==> config.mk <==
export PLATFORM = sky130hd
export DESIGN_NAME = ssc_sysctl
export DESIGN_NICKNAME = d
export VERILOG_FILES = /design/src/hdl/ssc_pkg.sv /design/src/hdl/ssc_osc_tick.sv /design/src/hdl/ssc_clip.sv /design/src/hdl/ssc_sysctl.sv
export SDC_FILE = /design/constraint.sdc
export NUM_CORES = 1
export LEC_CHECK = 0
export BUFFER_PORTS_ARGS = -buffer_cell sky130_fd_sc_hd__buf_2
export CAP_MARGIN = 0
export CORE_MARGIN = 4
export CORE_UTILIZATION = 45
export CTS_BUF_LIST = sky130_fd_sc_hd__clkbuf_4
export DETAILED_ROUTE_END_ITERATION = 10
export HOLD_SLACK_MARGIN = 0.05
export PLACE_DENSITY = 0.6
export SYNTH_ARGS = -nofsm -noshare
export SYNTH_HDL_FRONTEND = slang
export SYNTH_SLANG_ARGS = --single-unit
==> constraint.sdc <==
create_clock -name pclk -period 11.25 [get_ports pclk]
set_input_delay 1.125 -clock pclk [delete_from_list [all_inputs] [get_ports pclk]]
set_output_delay 1.125 -clock pclk [all_outputs]
set_load 0.02 [all_outputs]
==> src/hdl/ssc_pkg.sv <==
// constants and types of the sensor-conditioner system control block
// assumes a 125 MHz pclk and a nominal 3 MHz internal oscillator
package ssc_pkg;
  // apb register byte offsets
  localparam logic [7:0] OFS_CTRL   = 8'h00;
  localparam logic [7:0] OFS_STATUS = 8'h04;
  localparam logic [7:0] OFS_LIMITS = 8'h08;
  localparam logic [7:0] OFS_COEF   = 8'h0C;
  localparam logic [7:0] OFS_RESULT = 8'h10;
  localparam logic [7:0] OFS_OSCINC = 8'h14;
  // field positions
  localparam int LIM_LO_LSB  = 0;
  localparam int LIM_HI_LSB  = 16;
  localparam int COEF_OFS_LSB = 0;
  localparam int COEF_GAIN_LSB = 16;
  localparam int ST_STATE_LSB = 0;
  localparam int ST_MODE_LSB  = 4;
  localparam int ST_FAULT_LSB = 8;
  localparam int GAIN_SHIFT   = 14;
  // reset values
  localparam logic [14:0] LIM_LO_RST = 15'h0000;
  localparam logic [14:0] LIM_HI_RST = 15'h7FFF;
  localparam logic [15:0] OFS_RST    = 16'h0000;
  localparam logic [15:0] GAIN_RST   = 16'h4000;
  localparam logic [15:0] ERR_CODE   = 16'hFFFF;
  // timing: oscillator and pclk rates, durations as printed
  localparam int OSC_KHZ   = 3000;
  localparam int PCLK_KHZ  = 125000;
  localparam int POR_US    = 500;
  localparam int SYS_US    = 200;
  localparam int ROM_MS    = 10;
  localparam int WIN_MS    = 500;
  localparam int START_CONVS = 5;
  localparam int ADC_R_LO  = 13;
  localparam int POR_OSC   = (POR_US * OSC_KHZ + 999) / 1000;
  localparam int SYS_OSC   = SYS_US * OSC_KHZ / 1000;
  localparam int ROM_OSC   = ROM_MS * OSC_KHZ;
  localparam int WIN_OSC   = WIN_MS * OSC_KHZ;
  localparam int CONV_OSC  = 2 ** (ADC_R_LO + 1);
  localparam int WDOG_OSC  = 3000;
  localparam logic [15:0] OSC_INC_RST = 16'(OSC_KHZ * 65536 / PCLK_KHZ);
  localparam int TMR_W     = 24;

  typedef enum logic [1:0] {
    OM_OW_ONLY  = 2'h0,  // one_wire_only_output
    OM_WINDOW   = 2'h1,  // startup_window_output
    OM_ANA_WIN  = 2'h2,  // analog_with_window_output
    OM_OW_DIS   = 2'h3   // one_wire_disabled_output
  } ssc_omode_t;

  typedef enum logic [2:0] {
    ST_POR   = 3'h0,
    ST_SYS   = 3'h1,
    ST_ROM   = 3'h3,
    ST_START = 3'h2,
    ST_WIN   = 3'h6,
    ST_RUN   = 3'h7,
    ST_CMD   = 3'h5,
    ST_DIAG  = 3'h4
  } ssc_state_t;

  typedef enum logic [1:0] {
    WM_NORMAL = 2'h0,  // normal_operation_mode
    WM_CMD    = 2'h1,  // command_mode
    WM_DIAG   = 2'h2   // diagnostic_mode
  } ssc_wmode_t;

  typedef enum logic [1:0] {
    AO_HIZ = 2'h0,
    AO_LOW = 2'h1,       // lower_diagnostic_range
    AO_ANALOG = 2'h2
  } ssc_analog_out_pin_t;

  // application_config_word
  typedef struct packed {
    logic       adc14;
    ssc_omode_t omode;
    logic       rom_check_enable;
  } ssc_ctrl_t;

  localparam ssc_ctrl_t CTRL_RST = '{1'b0, OM_ANA_WIN, 1'b0};

  typedef struct packed {
    logic signature_err;
    logic rom_err;
    logic nvm_err;
    logic ram_err;
    logic sensor_conn;
    logic sensor_short;
    logic temp_sensor;
    logic common_mode;
    logic osc_fail;
  } ssc_fault_t;
endpackage : ssc_pkg

==> src/hdl/ssc_osc_tick.sv <==
// oscillator-rate tick generator: one pulse per internal oscillator period
// assumes the increment is the oscillator/pclk ratio in 1/65536 units
`timescale 1ns/10ps
module ssc_osc_tick (
  input  wire logic        pclk,     // clock
  input  wire logic        presetn,  // async reset, active low
  input  wire logic [15:0] inc,      // phase increment
  output logic             tick      // one-cycle pulse
);
  logic [16:0] acc_r;
  logic [16:0] acc_nxt;

  always_comb
  begin
    acc_nxt = {1'b0, acc_r[15:0]} + {1'b0, inc};
  end

  always_ff @(posedge pclk or negedge presetn)
  begin
    if (!presetn)
      acc_r <= 17'h00000;
    else
      acc_r <= acc_nxt;
  end

  assign tick = acc_r[16];
endmodule : ssc_osc_tick

==> src/hdl/ssc_clip.sv <==
// clips the conditioned value to the programmed output limits
// assumes lo <= hi; if not, values above hi give hi and all others give lo
`timescale 1ns/10ps
module ssc_clip #(
  parameter int W = 15
) (
  input  wire logic         pclk,     // clock for checks
  input  wire logic         presetn,  // reset for checks
  input  wire logic [W-1:0] val,      // unclipped value
  input  wire logic [W-1:0] lo,       // lower limit
  input  wire logic [W-1:0] hi,       // upper limit
  output logic [W-1:0]      q         // clipped value
);
  always_comb
  begin
    if (val > hi)
      q = hi;
    else if (val < lo)
      q = lo;
    else
      q = val;
  end
endmodule : ssc_clip

==> src/hdl/ssc_sysctl.sv <==
// system control sequencer of a bridge-sensor conditioner, apb slave
// assumes a zero-wait apb master and fault inputs synchronous to pclk
`timescale 1ns/10ps
module ssc_sysctl #(
  parameter int ROM_OSC  = ssc_pkg::ROM_OSC,
  parameter int WIN_OSC  = ssc_pkg::WIN_OSC,
  parameter int CONV_OSC = ssc_pkg::CONV_OSC
) (
  input  wire logic               pclk,         // 125 MHz clock
  input  wire logic               presetn,      // async reset, active low
  input  wire logic               psel,         // apb select
  input  wire logic               penable,      // apb enable
  input  wire logic               pwrite,       // apb direction
  input  wire logic [7:0]         paddr,        // apb byte address
  input  wire logic [31:0]        pwdata,       // apb write data
  output logic [31:0]             prdata,       // apb read data
  output logic                    pready,       // apb ready
  output logic                    pslverr,      // apb error
  input  wire logic [15:0]        adc_raw,      // raw bridge conversion
  input  wire logic               adc_valid,    // raw conversion strobe
  input  wire logic               wdg_kick,     // controller watchdog service
  input  wire logic               ow_cmd_enter, // enter_command_mode_cmd seen
  input  wire ssc_pkg::ssc_fault_t fault_in,    // failure detector inputs
  output ssc_pkg::ssc_analog_out_pin_t      analog_out_pin_state,   // analog_out_pin behaviour
  output logic                    analog_out_pin_oe_n,    // pin drive enable, low drives
  output logic [14:0]             dac_value,    // clipped analog value
  output logic                    ow_rd_en,     // one-wire readout allowed
  output logic [15:0]             ow_rd_data,   // one-wire readout word
  output ssc_pkg::ssc_wmode_t     work_mode     // current working mode
);
  initial
  begin
    if (ROM_OSC < 1 || WIN_OSC < 1 || CONV_OSC < 1 ||
        WIN_OSC >= 2 ** ssc_pkg::TMR_W ||
        ROM_OSC >= 2 ** ssc_pkg::TMR_W ||
        2 * ssc_pkg::START_CONVS * CONV_OSC >= 2 ** ssc_pkg::TMR_W)
      $error("ssc_sysctl: timing parameter out of range");
  end

  localparam int TW = ssc_pkg::TMR_W;

  ssc_pkg::ssc_state_t st_r, st_nxt;
  ssc_pkg::ssc_ctrl_t  ctrl_r, ctrl_nxt;
  logic                par_r, par_nxt;
  logic [14:0]         lim_lo_r, lim_lo_nxt, lim_hi_r, lim_hi_nxt;
  logic [15:0]         ofs_r, ofs_nxt, gain_r, gain_nxt;
  logic [15:0]         inc_r, inc_nxt;
  logic [TW-1:0]       tmr_r, tmr_nxt;
  logic [TW-1:0]       tmr_lim;
  logic [15:0]         wdg_r, wdg_nxt;
  logic [10:0]         flt_r, flt_nxt;
  logic [14:0]         res_r, res_nxt;
  logic [14:0]         dac_r, dac_nxt;
  logic [14:0]         clip_q;
  logic [15:0]         corr;
  logic [16:0]         diff;
  logic [32:0]         prod;
  logic                tick;
  logic                tmr_done;
  logic                wdg_fail;
  logic                par_fail;
  logic                any_fault;
  logic                wr_en;
  logic                rd_hit;
  logic [31:0]         rd_mux;

  ssc_osc_tick u_tick (
    .pclk    (pclk),
    .presetn (presetn),
    .inc     (inc_r),
    .tick    (tick)
  );

  ssc_clip #(.W(15)) u_clip (
    .pclk    (pclk),
    .presetn (presetn),
    .val     (res_r),
    .lo      (lim_lo_r),
    .hi      (lim_hi_r),
    .q       (clip_q)
  );

  // apb decode, zero wait states
  assign pready = 1'b1;
  assign wr_en  = psel && penable && pwrite;

  always_comb
  begin
    rd_hit = 1'b1;
    rd_mux = 32'h0000_0000;
    unique case (paddr)
      ssc_pkg::OFS_CTRL:   rd_mux = {28'h0000000, ctrl_r};
      ssc_pkg::OFS_STATUS: rd_mux = {13'h0000, flt_r, 2'h0, work_mode, 1'b0, st_r};
      ssc_pkg::OFS_LIMITS: rd_mux = {1'b0, lim_hi_r, 1'b0, lim_lo_r};
      ssc_pkg::OFS_COEF:   rd_mux = {gain_r, ofs_r};
      ssc_pkg::OFS_RESULT: rd_mux = {16'h0000, ow_rd_data};
      ssc_pkg::OFS_OSCINC: rd_mux = {16'h0000, inc_r};
      default:             rd_hit = 1'b0;
    endcase
    prdata  = rd_mux;
    pslverr = psel && penable && !rd_hit;
  end

  // configuration registers
  always_comb
  begin
    ctrl_nxt   = ctrl_r;
    par_nxt    = par_r;
    lim_lo_nxt = lim_lo_r;
    lim_hi_nxt = lim_hi_r;
    ofs_nxt    = ofs_r;
    gain_nxt   = gain_r;
    inc_nxt    = inc_r;
    if (wr_en)
    begin
      unique case (paddr)
        ssc_pkg::OFS_CTRL:
        begin
          ctrl_nxt = ssc_pkg::ssc_ctrl_t'(pwdata[3:0]);
          par_nxt  = ^pwdata[3:0];
        end
        ssc_pkg::OFS_LIMITS:
        begin
          lim_lo_nxt = pwdata[ssc_pkg::LIM_LO_LSB +: 15];
          lim_hi_nxt = pwdata[ssc_pkg::LIM_HI_LSB +: 15];
        end
        ssc_pkg::OFS_COEF:
        begin
          ofs_nxt  = pwdata[ssc_pkg::COEF_OFS_LSB +: 16];
          gain_nxt = pwdata[ssc_pkg::COEF_GAIN_LSB +: 16];
        end
        ssc_pkg::OFS_OSCINC: inc_nxt = pwdata[15:0];
        default: ;
      endcase
    end
  end

  always_ff @(posedge pclk or negedge presetn)
  begin
    if (!presetn)
    begin
      ctrl_r   <= ssc_pkg::CTRL_RST;
      par_r    <= ^ssc_pkg::CTRL_RST;
      lim_lo_r <= ssc_pkg::LIM_LO_RST;
      lim_hi_r <= ssc_pkg::LIM_HI_RST;
      ofs_r    <= ssc_pkg::OFS_RST;
      gain_r   <= ssc_pkg::GAIN_RST;
      inc_r    <= ssc_pkg::OSC_INC_RST;
    end
    else
    begin
      ctrl_r   <= ctrl_nxt;
      par_r    <= par_nxt;
      lim_lo_r <= lim_lo_nxt;
      lim_hi_r <= lim_hi_nxt;
      ofs_r    <= ofs_nxt;
      gain_r   <= gain_nxt;
      inc_r    <= inc_nxt;
    end
  end

  // fault collection; sticky until reset
  assign par_fail  = (^ctrl_r) != par_r;
  assign wdg_fail  = wdg_r >= 16'(ssc_pkg::WDOG_OSC);
  assign any_fault = (st_r != ssc_pkg::ST_POR) &&
                     ((|fault_in) || par_fail || wdg_fail);

  always_comb
  begin
    flt_nxt = flt_r;
    wdg_nxt = wdg_r;
    if (st_r != ssc_pkg::ST_POR)
      flt_nxt = flt_r | {wdg_fail, par_fail, fault_in};
    if (wdg_kick || st_r == ssc_pkg::ST_POR)
      wdg_nxt = 16'h0000;
    else if (tick && !wdg_fail)
      wdg_nxt = wdg_r + 16'h0001;
  end

  // correction and conditioned result
  always_comb
  begin
    diff = {1'b0, adc_raw} - {1'b0, ofs_r};
    prod = {16'h0000, diff} * {17'h00000, gain_r};
    if (diff[16])
      corr = 16'h0000;
    else if (|prod[32:ssc_pkg::GAIN_SHIFT + 16])
      corr = 16'hFFFF;
    else
      corr = prod[ssc_pkg::GAIN_SHIFT +: 16];
    res_nxt = res_r;
    if (adc_valid && (st_r == ssc_pkg::ST_RUN || st_r == ssc_pkg::ST_WIN ||
                      st_r == ssc_pkg::ST_CMD))
      res_nxt = corr[15] ? 15'h7FFF : corr[14:0];
    dac_nxt = clip_q;
  end

  always_ff @(posedge pclk or negedge presetn)
  begin
    if (!presetn)
    begin
      flt_r <= 11'h000;
      wdg_r <= 16'h0000;
      res_r <= 15'h0000;
      dac_r <= 15'h0000;
    end
    else
    begin
      flt_r <= flt_nxt;
      wdg_r <= wdg_nxt;
      res_r <= res_nxt;
      dac_r <= dac_nxt;
    end
  end

  // startup sequencer, durations counted in oscillator ticks
  always_comb
  begin
    unique case (st_r)
      ssc_pkg::ST_POR:   tmr_lim = TW'(ssc_pkg::POR_OSC);
      ssc_pkg::ST_SYS:   tmr_lim = TW'(ssc_pkg::SYS_OSC);
      ssc_pkg::ST_ROM:   tmr_lim = TW'(ROM_OSC);
      ssc_pkg::ST_START: tmr_lim = TW'(ssc_pkg::START_CONVS * CONV_OSC) <<
                                   ctrl_r.adc14;
      ssc_pkg::ST_WIN:   tmr_lim = TW'(WIN_OSC);
      default:           tmr_lim = '1;
    endcase
  end

  assign tmr_done = tick && (tmr_r >= tmr_lim - TW'(1));

  always_comb
  begin
    st_nxt = st_r;
    unique case (st_r)
      ssc_pkg::ST_POR:
        if (tmr_done)
          st_nxt = ssc_pkg::ST_SYS;
      ssc_pkg::ST_SYS:
        if (tmr_done)
          st_nxt = ctrl_r.rom_check_enable ? ssc_pkg::ST_ROM : ssc_pkg::ST_START;
      ssc_pkg::ST_ROM:
        if (tmr_done)
          st_nxt = ssc_pkg::ST_START;
      ssc_pkg::ST_START:
        if (tmr_done)
          st_nxt = (ctrl_r.omode == ssc_pkg::OM_WINDOW ||
                    ctrl_r.omode == ssc_pkg::OM_ANA_WIN) ?
                   ssc_pkg::ST_WIN : ssc_pkg::ST_RUN;
      ssc_pkg::ST_WIN:
        if (ow_cmd_enter)
          st_nxt = ssc_pkg::ST_CMD;
        else if (tmr_done)
          st_nxt = ssc_pkg::ST_RUN;
      ssc_pkg::ST_RUN, ssc_pkg::ST_CMD, ssc_pkg::ST_DIAG: ;
      default: st_nxt = ssc_pkg::ST_DIAG;
    endcase
    if (any_fault)
      st_nxt = ssc_pkg::ST_DIAG;
    tmr_nxt = (st_nxt != st_r) ? '0 : (tick ? tmr_r + TW'(1) : tmr_r);
  end

  always_ff @(posedge pclk or negedge presetn)
  begin
    if (!presetn)
    begin
      st_r  <= ssc_pkg::ST_POR;
      tmr_r <= '0;
    end
    else
    begin
      st_r  <= st_nxt;
      tmr_r <= tmr_nxt;
    end
  end

  // working mode and pin behaviour
  always_comb
  begin
    unique case (st_r)
      ssc_pkg::ST_CMD:  work_mode = ssc_pkg::WM_CMD;
      ssc_pkg::ST_DIAG: work_mode = ssc_pkg::WM_DIAG;
      default:          work_mode = ssc_pkg::WM_NORMAL;
    endcase
    unique case (st_r)
      ssc_pkg::ST_POR:  analog_out_pin_state = ssc_pkg::AO_HIZ;
      ssc_pkg::ST_SYS,
      ssc_pkg::ST_ROM,
      ssc_pkg::ST_DIAG: analog_out_pin_state = ssc_pkg::AO_LOW;
      ssc_pkg::ST_START:
        analog_out_pin_state = (ctrl_r.omode == ssc_pkg::OM_ANA_WIN ||
                      ctrl_r.omode == ssc_pkg::OM_OW_DIS) ?
                     ssc_pkg::AO_LOW : ssc_pkg::AO_HIZ;
      ssc_pkg::ST_WIN:
        analog_out_pin_state = (ctrl_r.omode == ssc_pkg::OM_ANA_WIN) ?
                     ssc_pkg::AO_ANALOG : ssc_pkg::AO_HIZ;
      ssc_pkg::ST_RUN:
        analog_out_pin_state = (ctrl_r.omode == ssc_pkg::OM_OW_ONLY) ?
                     ssc_pkg::AO_HIZ : ssc_pkg::AO_ANALOG;
      default: analog_out_pin_state = ssc_pkg::AO_HIZ;
    endcase
  end

  assign analog_out_pin_oe_n   = (analog_out_pin_state == ssc_pkg::AO_HIZ);
  assign dac_value   = dac_r;
  assign ow_rd_en    = (ctrl_r.omode != ssc_pkg::OM_OW_DIS) &&
                       (st_r == ssc_pkg::ST_RUN || st_r == ssc_pkg::ST_CMD ||
                        st_r == ssc_pkg::ST_DIAG);
  assign ow_rd_data  = (st_r == ssc_pkg::ST_DIAG) ?
                       ssc_pkg::ERR_CODE : {1'b0, res_r};
endmodule : ssc_sysctl

==> impl_metrics.tcl, run 1 <==
set metrics [dict create \
    via_count 16380 \
    drcViolationCount 0 \
    core_area_um2 45480 \
    path_clk_slew_ns 0.16 \
    grt_overflow 0 \
    power.density_nw_per_um2 66.28 \
    outcome "finished clean" \
    start_util 0.4570 \
    finalInstanceArea_um2 22420 \
    htree_levels 4 \
    cap_violations 0 \
    grt_max_degree 125 \
    post_cts_buffers 0 \
    syn_nets 2724 \
    cts_root_buf "clkbuf_4" \
    gp_congestion 0.8754 \
    synth_common_cells "314 x inv_1, 225 x nand2_1, 209 x fa_1" \
    cts_tree "built" \
    postSynthCellCount 2247 \
    end_kind "flip-flop" \
    cts_hold_buf 0 \
    avgSynthCellArea_um2 9.249 \
    synth_most_common_cell "inv_1" \
    clkLatencyLatePin_ns 0.63 \
    peakVddDrop_mv 0.1574 \
    wl_um 58890 \
    rr_startpoint "ofs_r[0]" \
    finalSetupViolCount 0 \
    cp_max_fo 15 \
    slew_viol_final 0 \
    fp-row-count 78 \
    area_delta_synth_final_pct 7.863 \
    grt_pass1_vias 16872 \
    synth.area.top_cells "fa_1 20%, dfrtp_1 20%, ha_1 12%, inv_1 5.7%, nand2_1 4.1%" \
    yosys.area.top_type_share 0.2013 \
    cts_buffers 17 \
    synth_top_cell_by_area "fa_1" \
    synth_edf_count 0 \
    nets 2805 \
    ys_warn_count 0 \
    drtPass1Iterations 5 \
    skew_ns 0.01914 \
    crit_required_ns 11.72 \
    async_flop_share 1.000 \
    die_w_um 222.9 \
    maxSlewHeadroom 0.2330 \
    num_io_pins 144 \
    antenna_found_initial 6 \
    synth_ff_type "dfrtp_1" \
    fill_cells 4397 \
    netlist_area_um2 20780 \
    seq_area_frac_synth 0.2229 \
    die_h_um 222.9 \
    ys_ff_latch 184 \
    portBuffers 142 \
    clock_sinks 184 \
    drive_gt1_frac 0.1432 \
    worstPathArrival_ns 9.85 \
    hold_viol 0 \
    cp_slowest_cell "a21oi_1" \
    dp_hpwl_um 44470 \
    final.setup.tns_ns 0 \
    critPathLaunchType "input pin" \
    dpl_cell_area_um2 22090 \
    grt_setup_unrepaired "no" \
    worst_pin_slew_ns 1.150 \
    post-route-util 0.4929 \
    ctsResizeCount 0 \
    p_leak_uw 0.01147 \
    period_share 0.8338 \
    die_area_um2 49680 \
    wl_per_cell_um 20.02 \
    slowest_delay_ns 0.62 \
    ctsLongestPathBuffers 2 \
    hp-class "flip-flop to flip-flop" \
    crit_type "input pin to flip-flop" \
    grt_pass1_wl_um 93740 \
    crit_start "adc_raw[0]" \
    grt_use_total 0.2384 \
    max_freq_ghz 0.1066 \
    ant_nets 0 \
    cp_common_cell "fa_1" \
    worst_slack_ns 1.869 \
    drt-initial-drc-count 951 \
    min_period_ns 9.381 \
    via_per_inst 5.568 \
    post-place-ws_ns 1.215 \
    holdCritStartpoint "flt_r[0]" \
    synth_cell_types 82 \
]
worst paths after layout:
path | endpoint | slack [ns] | depth (start not counted)
setup / recovery | res_r[0] | 1.87 | 32
hold / removal | flt_r[0] | 0.49 | 1
setup reg to reg | res_r[0] | 2.03 | 30
hold reg to reg | flt_r[0] | 0.49 | 1
max in group asynchronous | lim_lo_r[8] | 9.21 | 2
min in group asynchronous | tmr_r[12] | 0.63 | 1
sequential cells by signal, summed over array words and instances, names as in the netlist, 4 cells and up:
register,flops
tmr_r,24
u_tick.acc_r,17
gain_r,16
inc_r,16
ofs_r,16
wdg_r,16
dac_value,15
lim_hi_r,15
lim_lo_r,15
res_r,15
flt_r,11
ctrl_r,4
final cells by class:
| type | count | area [um^2] | share of cell area |
|---|---|---|---|
| Clock inverter | 14 | 196.4 | 0.008763 |
| Multi-Input combinational cell | 1633 | 14550 | 0.6490 |
| Inverter | 317 | 1190 | 0.05308 |
| Clock buffer | 17 | 127.6 | 0.005693 |
| Tap cell | 600 | 750.7 | 0.03349 |
| Antenna cell | 2 | 5.005 | 0.0002233 |
| Sequential cell | 184 | 4632 | 0.2066 |
| Timing Repair Buffer | 175 | 967.2 | 0.04315 |
logic make-up after synthesis:
kind of cell               share of synthesized area
and+or+nand+nor                               0.1682
buffers and inverters                        0.08031
adders and majority gates                     0.3187
AOI/OAI and AO/OA                             0.1132
DFF                                           0.2229
muxes                                        0.06207
xor gates and xnor gates                     0.03444
other                                      0.0001804
power by group:
| group | switching [uW] | internal (uW) | leakage (uW) |
|---|---|---|---|
| Clock | 251 | 178 | 0.000169 |
| Sequential | 20.2 | 696 | 0.00227 |
| Combinational | 217 | 123 | 0.00904 |
through the flow:
step / total power (uW) / cells / hold slack (ns)
3_3_place_gp: 1056 / 2909 / 0.4422
2_1_floorplan: 936.0 / 2247 / 0.4271
5_1_grt: 1558 / 2941 / 0.5033
3_5_place_dp: 1065 / 2909 / 0.4507
6_report: 1486 / 2942 / 0.4867
4_1_cts: 1496 / 2940 / 0.4844
placed cells by master, fill, tap and decap left out, types with 30 or more instances in the layout:
master,synthesis,layout
a21o_1,30,30
a21oi_1,57,57
and2_1,117,117
buf_2,14,141
buf_4,6,33
dfrtp_1,162,162
fa_1,209,209
ha_1,195,195
inv_1,314,314
mux2_2,56,56
mux2i_1,58,58
nand2_1,225,225
nand3_1,68,68
nor2_1,99,99
nor2b_1,43,43
o21a_1,47,47
o21ai_0,66,66
xnor2_1,53,49
metal layers:
metal  vias to the layer above  wire length (um)  track usage
met3                        96              3567      0.04276
met1                      8213             25960       0.3273
met5                         -                64            0
li1                       7552                 -            -
met2                       511             27660       0.3893
met4                         8              1637      0.07019
critical path: cells and delay by family:
kind,cells,cell delay [ns]
AOI/OAI and AO/OA,15,4.10
adders and majority gates,9,3.85
buffers and inverters,6,0.36
and+or+nand+nor,2,0.38
Power figures use the tool's default switching activity.
==> run 2, diff against run 1 <==
Settings changed: PLACE_DENSITY 0.6 to 0.63.
Clock period 11.25 ns to 8.44 ns, I/O delays scaled along.
==> impl_metrics.tcl, run 2 (synthesis results as in run 1) <==
set metrics [dict create \
    finalSetupViolCount 0 \
    grt_max_degree 110 \
    reg_top3 "tmr_r: 24 flops, u_tick.acc_r: 17 flops" \
    crit_required_ns 8.99 \
    die_w_um 222.9 \
    fp-row-count 78 \
    hold_viol 0 \
    clock_sinks 184 \
    cap_violations 0 \
    hp-class "input pin to asynchronous set/reset pin" \
    grt_setup_unrepaired "yes" \
    cts_root_buf "clkbuf_4" \
    critPathLaunchType "flip-flop" \
    wl_per_cell_um 18.88 \
    cp_slowest_cell "fa_1" \
    total_power_uw 1927 \
    maxSlewHeadroom 0.1223 \
    clkPwrFrac 0.245 \
    path_clk_slew_ns 0.16 \
    seqPwrFrac 0.496 \
    die_area_um2 49680 \
    drt-initial-drc-count 1015 \
    core_area_um2 45480 \
    grt_pass1_vias 17426 \
    nets 2910 \
    p_switching_uw 642.3 \
    cts_tree "built" \
    slew_viol_final 0 \
    antenna_found_initial 6 \
    max_freq_ghz 0.1212 \
    layout_common_cells "309 x inv_1, 221 x nand2_1, 203 x fa_1" \
    num_io_pins 144 \
    gp_congestion 0.9011 \
    drive_gt1_frac 0.1979 \
    drcViolationCount 0 \
    via_count 16652 \
    power.density_nw_per_um2 82.35 \
    slowest_delay_ns 0.55 \
    dpl_cell_area_um2 22750 \
    met1Wirelength_um 25140 \
    layout_commonest_cell "inv_1" \
    end_kind "flip-flop" \
    via_per_inst 5.458 \
    ff2ff_setup_slack_ns 0.19 \
    die_h_um 222.9 \
    min_period_ns 8.248 \
    ant_nets 0 \
    hold_ws_ns 0.3077 \
    wl_met2_um 27360 \
    grt_use_total 0.2332 \
    outcome "finished clean" \
    post-place-ws_ns -0.6082 \
    portBuffers 142 \
    internal_power_uw 1284 \
    final.setup.tns_ns 0 \
    dr_wl_met3_um 3442 \
    clkLatencyLatePin_ns 0.65 \
    period_share 0.9772 \
    peakVddDrop_mv 0.1251 \
    grt_overflow 0 \
    worst_slack_ns 0.1921 \
    p_sw_frac 0.3334 \
    p_leak_uw 0.01196 \
    htree_levels 4 \
    p_comb_frac 0.258 \
    drtPass1Iterations 6 \
    worst_pin_slew_ns 1.314 \
    grt_pass1_wl_um 93570 \
    largest_register_ffs 24 \
    skew_ns 0.03183 \
    area_delta_synth_final_pct 12.58 \
    fill_cells 4287 \
    wl_um 57590 \
    ctsLongestPathBuffers 2 \
    cts_hold_buf 0 \
    crit_type "flip-flop to flip-flop" \
    cts_buffers 17 \
    worstPathArrival_ns 8.80 \
    cp_max_fo 7 \
    routed.top_layer "met5" \
    start_util 0.4570 \
    finalInstanceArea_um2 23400 \
    top_register "tmr_r" \
    dp_hpwl_um 45660 \
]
[run 2: changes by cell type in the layout (fill, tap and decap cells not counted), moves of 4 or more]
cell,before,now
ha_4,0,7
inv_2,0,5
inv_1,314,309
nand2_2,1,5
nand2_1,225,221
fa_2,0,6
a211oi_2,2,9
ha_1,195,186
a211oi_1,24,17
buf_4,33,135
fa_1,209,203
[run 2: per-layer routing]
layer  up-vias  global-route usage
met5         -                   0
met3        85             0.04079
met2       470              0.3818
li1       7770                   -
met4         2             0.07318
met1      8325              0.3180
[run 2: worst paths after layout]
path	start	to	cells after the start
min in group pclk	fault_in[6]	flt_r[6]	2
worst min register to register	flt_r[3]	flt_r[3]	1
worst max register to register	ofs_r[2]	res_r[12]	32
worst max-delay path	ofs_r[2]	res_r[12]	32
max in group asynchronous	presetn	gain_r[15]	2
worst min-delay path	presetn	tmr_r[11]	1
[run 2: through the flow]
stage / util / cells
floorplan: - / 2247
global placement: 0.5003 / 3002
detailed placement: 0.5003 / 3002
CTS: 0.5059 / 3034
global route: 0.5143 / 3049
finish: 0.5144 / 3051
[run 2: layout make-up]
type	count	area, um^2	share of cell area
flip-flops and latches	184	4632	0.1980
clock inverters	13	108.9	0.004653
repair buffers	280	1789	0.07647
multi-input cells	1633	14770	0.6313
diodes	5	12.51	0.0005348
inverters	317	1190	0.05086
well taps	600	750.7	0.03209
clock buffers	19	142.6	0.006097
[run 2: power by group through the flow]
| stage | logic, uW | clock network, uW | registers, uW |
|---|---|---|---|
| 2_1_floorplan | 287 | 0 | 961 |
| 3_3_place_gp | 468 | 0 | 970 |
| 3_5_place_dp | 478 | 0 | 972 |
| 4_1_cts | 483 | 488 | 956 |
| 5_1_grt | 552 | 518 | 961 |
| 6_report | 498 | 472 | 956 |
[run 2: repair_timing]
| item | CTS | global route |
|---|---|---|
| cloned | 0 | 1 |
| gates resized for setup | 2 | 58 |
| endpoints found under the setup margin | 13 | 15 |
| pin swaps | 0 | 55 |
| buffers inserted | 0 | 11 |
[run 2: critical path: cells and delay by family, from the launching register on]
| family | cells | cell delay (ns) |
|---|---|---|
| fa+ha+maj | 8 | 3.58 |
| compound gates | 11 | 2.40 |
| simple gates | 7 | 1.18 |
| buf+inv | 6 | 0.55 |
| flops | 1 | 0.45 |
==> run 3, diff against run 2 <==
Settings changed: CORE_UTILIZATION 45 to 41, PLACE_DENSITY 0.63 to 0.58.
==> impl_metrics.tcl, run 3 (synthesis results as in run 1) <==
set metrics [dict create \
    total_power_uw 1989 \
    grt_use_total 0.2224 \
    largest_register_ffs 24 \
    portBuffers 142 \
    cts_buffers 17 \
    drt-initial-drc-count 1077 \
    rr_worst_depth 34 \
    dp_cells 3088 \
    reg_top3 "tmr_r: 24 flops, u_tick.acc_r: 17 flops" \
    globalRouteMet2Util 0.3639 \
    grt_overflow 0 \
    cts_tree "built" \
    start_util 0.4142 \
    finalSetupViolCount 0 \
    critPathLaunchType "flip-flop" \
    die_area_um2 54350 \
    area_delta_synth_final_pct 14.68 \
    via_count 16772 \
    min_period_ns 8.146 \
    slew_viol_final 0 \
    ant_nets 0 \
    cp_slowest_cell "fa_1" \
    crit_type "flip-flop to flip-flop" \
    slowest_delay_ns 0.57 \
    maxSlewHeadroom 0.1272 \
    via_per_inst 5.348 \
    antenna_found_initial 3 \
    peakVddDrop_mv 0.1767 \
    fill_cells 4855 \
    ctsLongestPathBuffers 2 \
    top_register "tmr_r" \
    wl_um 59800 \
    grt_util_met3 0.03256 \
    drive_gt1_frac 0.2116 \
    core_area_um2 50170 \
    cp_common_cell "fa_1" \
    grt-busiest-layer "met2" \
    layout_common_cells "301 x inv_1, 222 x nand2_1, 197 x fa_1" \
    skew_ns 0.02420 \
    path_clk_slew_ns 0.15 \
    grt_use_met1 0.3082 \
    grt_pass1_wl_um 95410 \
    gp_congestion 0.8832 \
    clkLatencyLatePin_ns 0.64 \
    die_w_um 233.1 \
    drtPass1Iterations 5 \
    worst_pin_slew_ns 1.307 \
    max_freq_ghz 0.1228 \
    grt_max_degree 112 \
    worstPathArrival_ns 8.69 \
    p_leak_uw 0.01209 \
    cts_root_buf "clkbuf_4" \
    dp_hpwl_um 47180 \
    layout.cells.non_filler 3136 \
    nets 2926 \
    cp_max_fo 7 \
    hold_viol 0 \
    die_h_um 233.1 \
    num_io_pins 144 \
    cts_hold_buf 0 \
    htree_levels 4 \
    clock_sinks 184 \
    drcViolationCount 0 \
    crit_required_ns 8.98 \
    grt_pass1_vias 17396 \
    end_kind "flip-flop" \
    wl_per_cell_um 19.07 \
    cap_violations 0 \
    power.density_nw_per_um2 83.46 \
    fp-row-count 82 \
    period_share 0.9652 \
    hp-class "input pin to asynchronous set/reset pin" \
    outcome "finished clean" \
    layout_commonest_cell "inv_1" \
    final.setup.tns_ns 0 \
]
## run 3: cell types whose count changed in the layout (fill, tap and decap cells not counted), moves of 5 or more
cell | previous run | this run
fa_2 | 6 | 12
fa_1 | 203 | 197
inv_1 | 309 | 301
buf_6 | 1 | 8
buf_4 | 135 | 140
inv_2 | 5 | 13
## run 3: cell type report
type	count	area [um^2]	area share
repair buffers	296	1991	0.08352
clock inverters	12	127.6	0.005355
diodes	2	5.005	0.0002100
clock buffers	20	150.1	0.006300
well taps	672	840.8	0.03528
inverters	317	1190	0.04992
flip-flops and latches	184	4632	0.1943
multi-input cells	1633	14900	0.6251
## run 3: final timing paths
path	from	end	slack (ns)
worst min register to register	flt_r[0]	flt_r[0]	0.48
min in group pclk	pwdata[20]	lim_hi_r[4]	0.41
worst min-delay path	presetn	tmr_r[2]	0.29
max in group asynchronous	presetn	gain_r[7]	6.59
worst max register to register	ofs_r[1]	res_r[14]	0.29
worst max-delay path	ofs_r[1]	res_r[14]	0.29
## run 3: worst max-delay path: cells and delay by family, from the launching register on
family	cells	cell delay, ns
AO/OA/AOI/OAI	12	2.36
adder cells (fa/ha/maj)	8	3.51
XOR/XNOR	1	0.14
AND/OR/NAND/NOR	4	0.71
flip-flops	1	0.40
buffers and inverters	9	0.93
## run 3: timing repair
action / 4_1_cts / 5_1_grt
setup buffers: 1 / 12
gates resized for setup: 3 / 92
pin swaps: 1 / 77
gates cloned: 0 / 2
endpoints found under the setup margin: 15 / 15
## run 3: metrics by stage
step	hold WS, ns	worst slack [ns]	util	area, um^2
4_1_cts	0.2863	0.03623	0.4644	23300
3_5_place_dp	0.4475	-0.6497	0.4586	23010
3_3_place_gp	0.4408	-0.5615	0.4586	23010
5_1_grt	0.3475	-0.06921	0.4751	23830
6_report	0.2855	0.2938	0.4751	23830
2_1_floorplan	0.4271	0.01818	-	20780
## run 3: per-layer routing
metal | part of all wire | wire length [um]
met1 | 0.44 | 26600
met4 | 0.027 | 1609
met3 | 0.054 | 3255
met2 | 0.47 | 28330
met5 | 0.00015 | 9
## run 3: power breakdown
part	internal, uW	switching (uW)	total, uW
Clock	185	318	503
Combinational	226	303	529
Sequential	928	29.4	957
Total	1340	651	1990
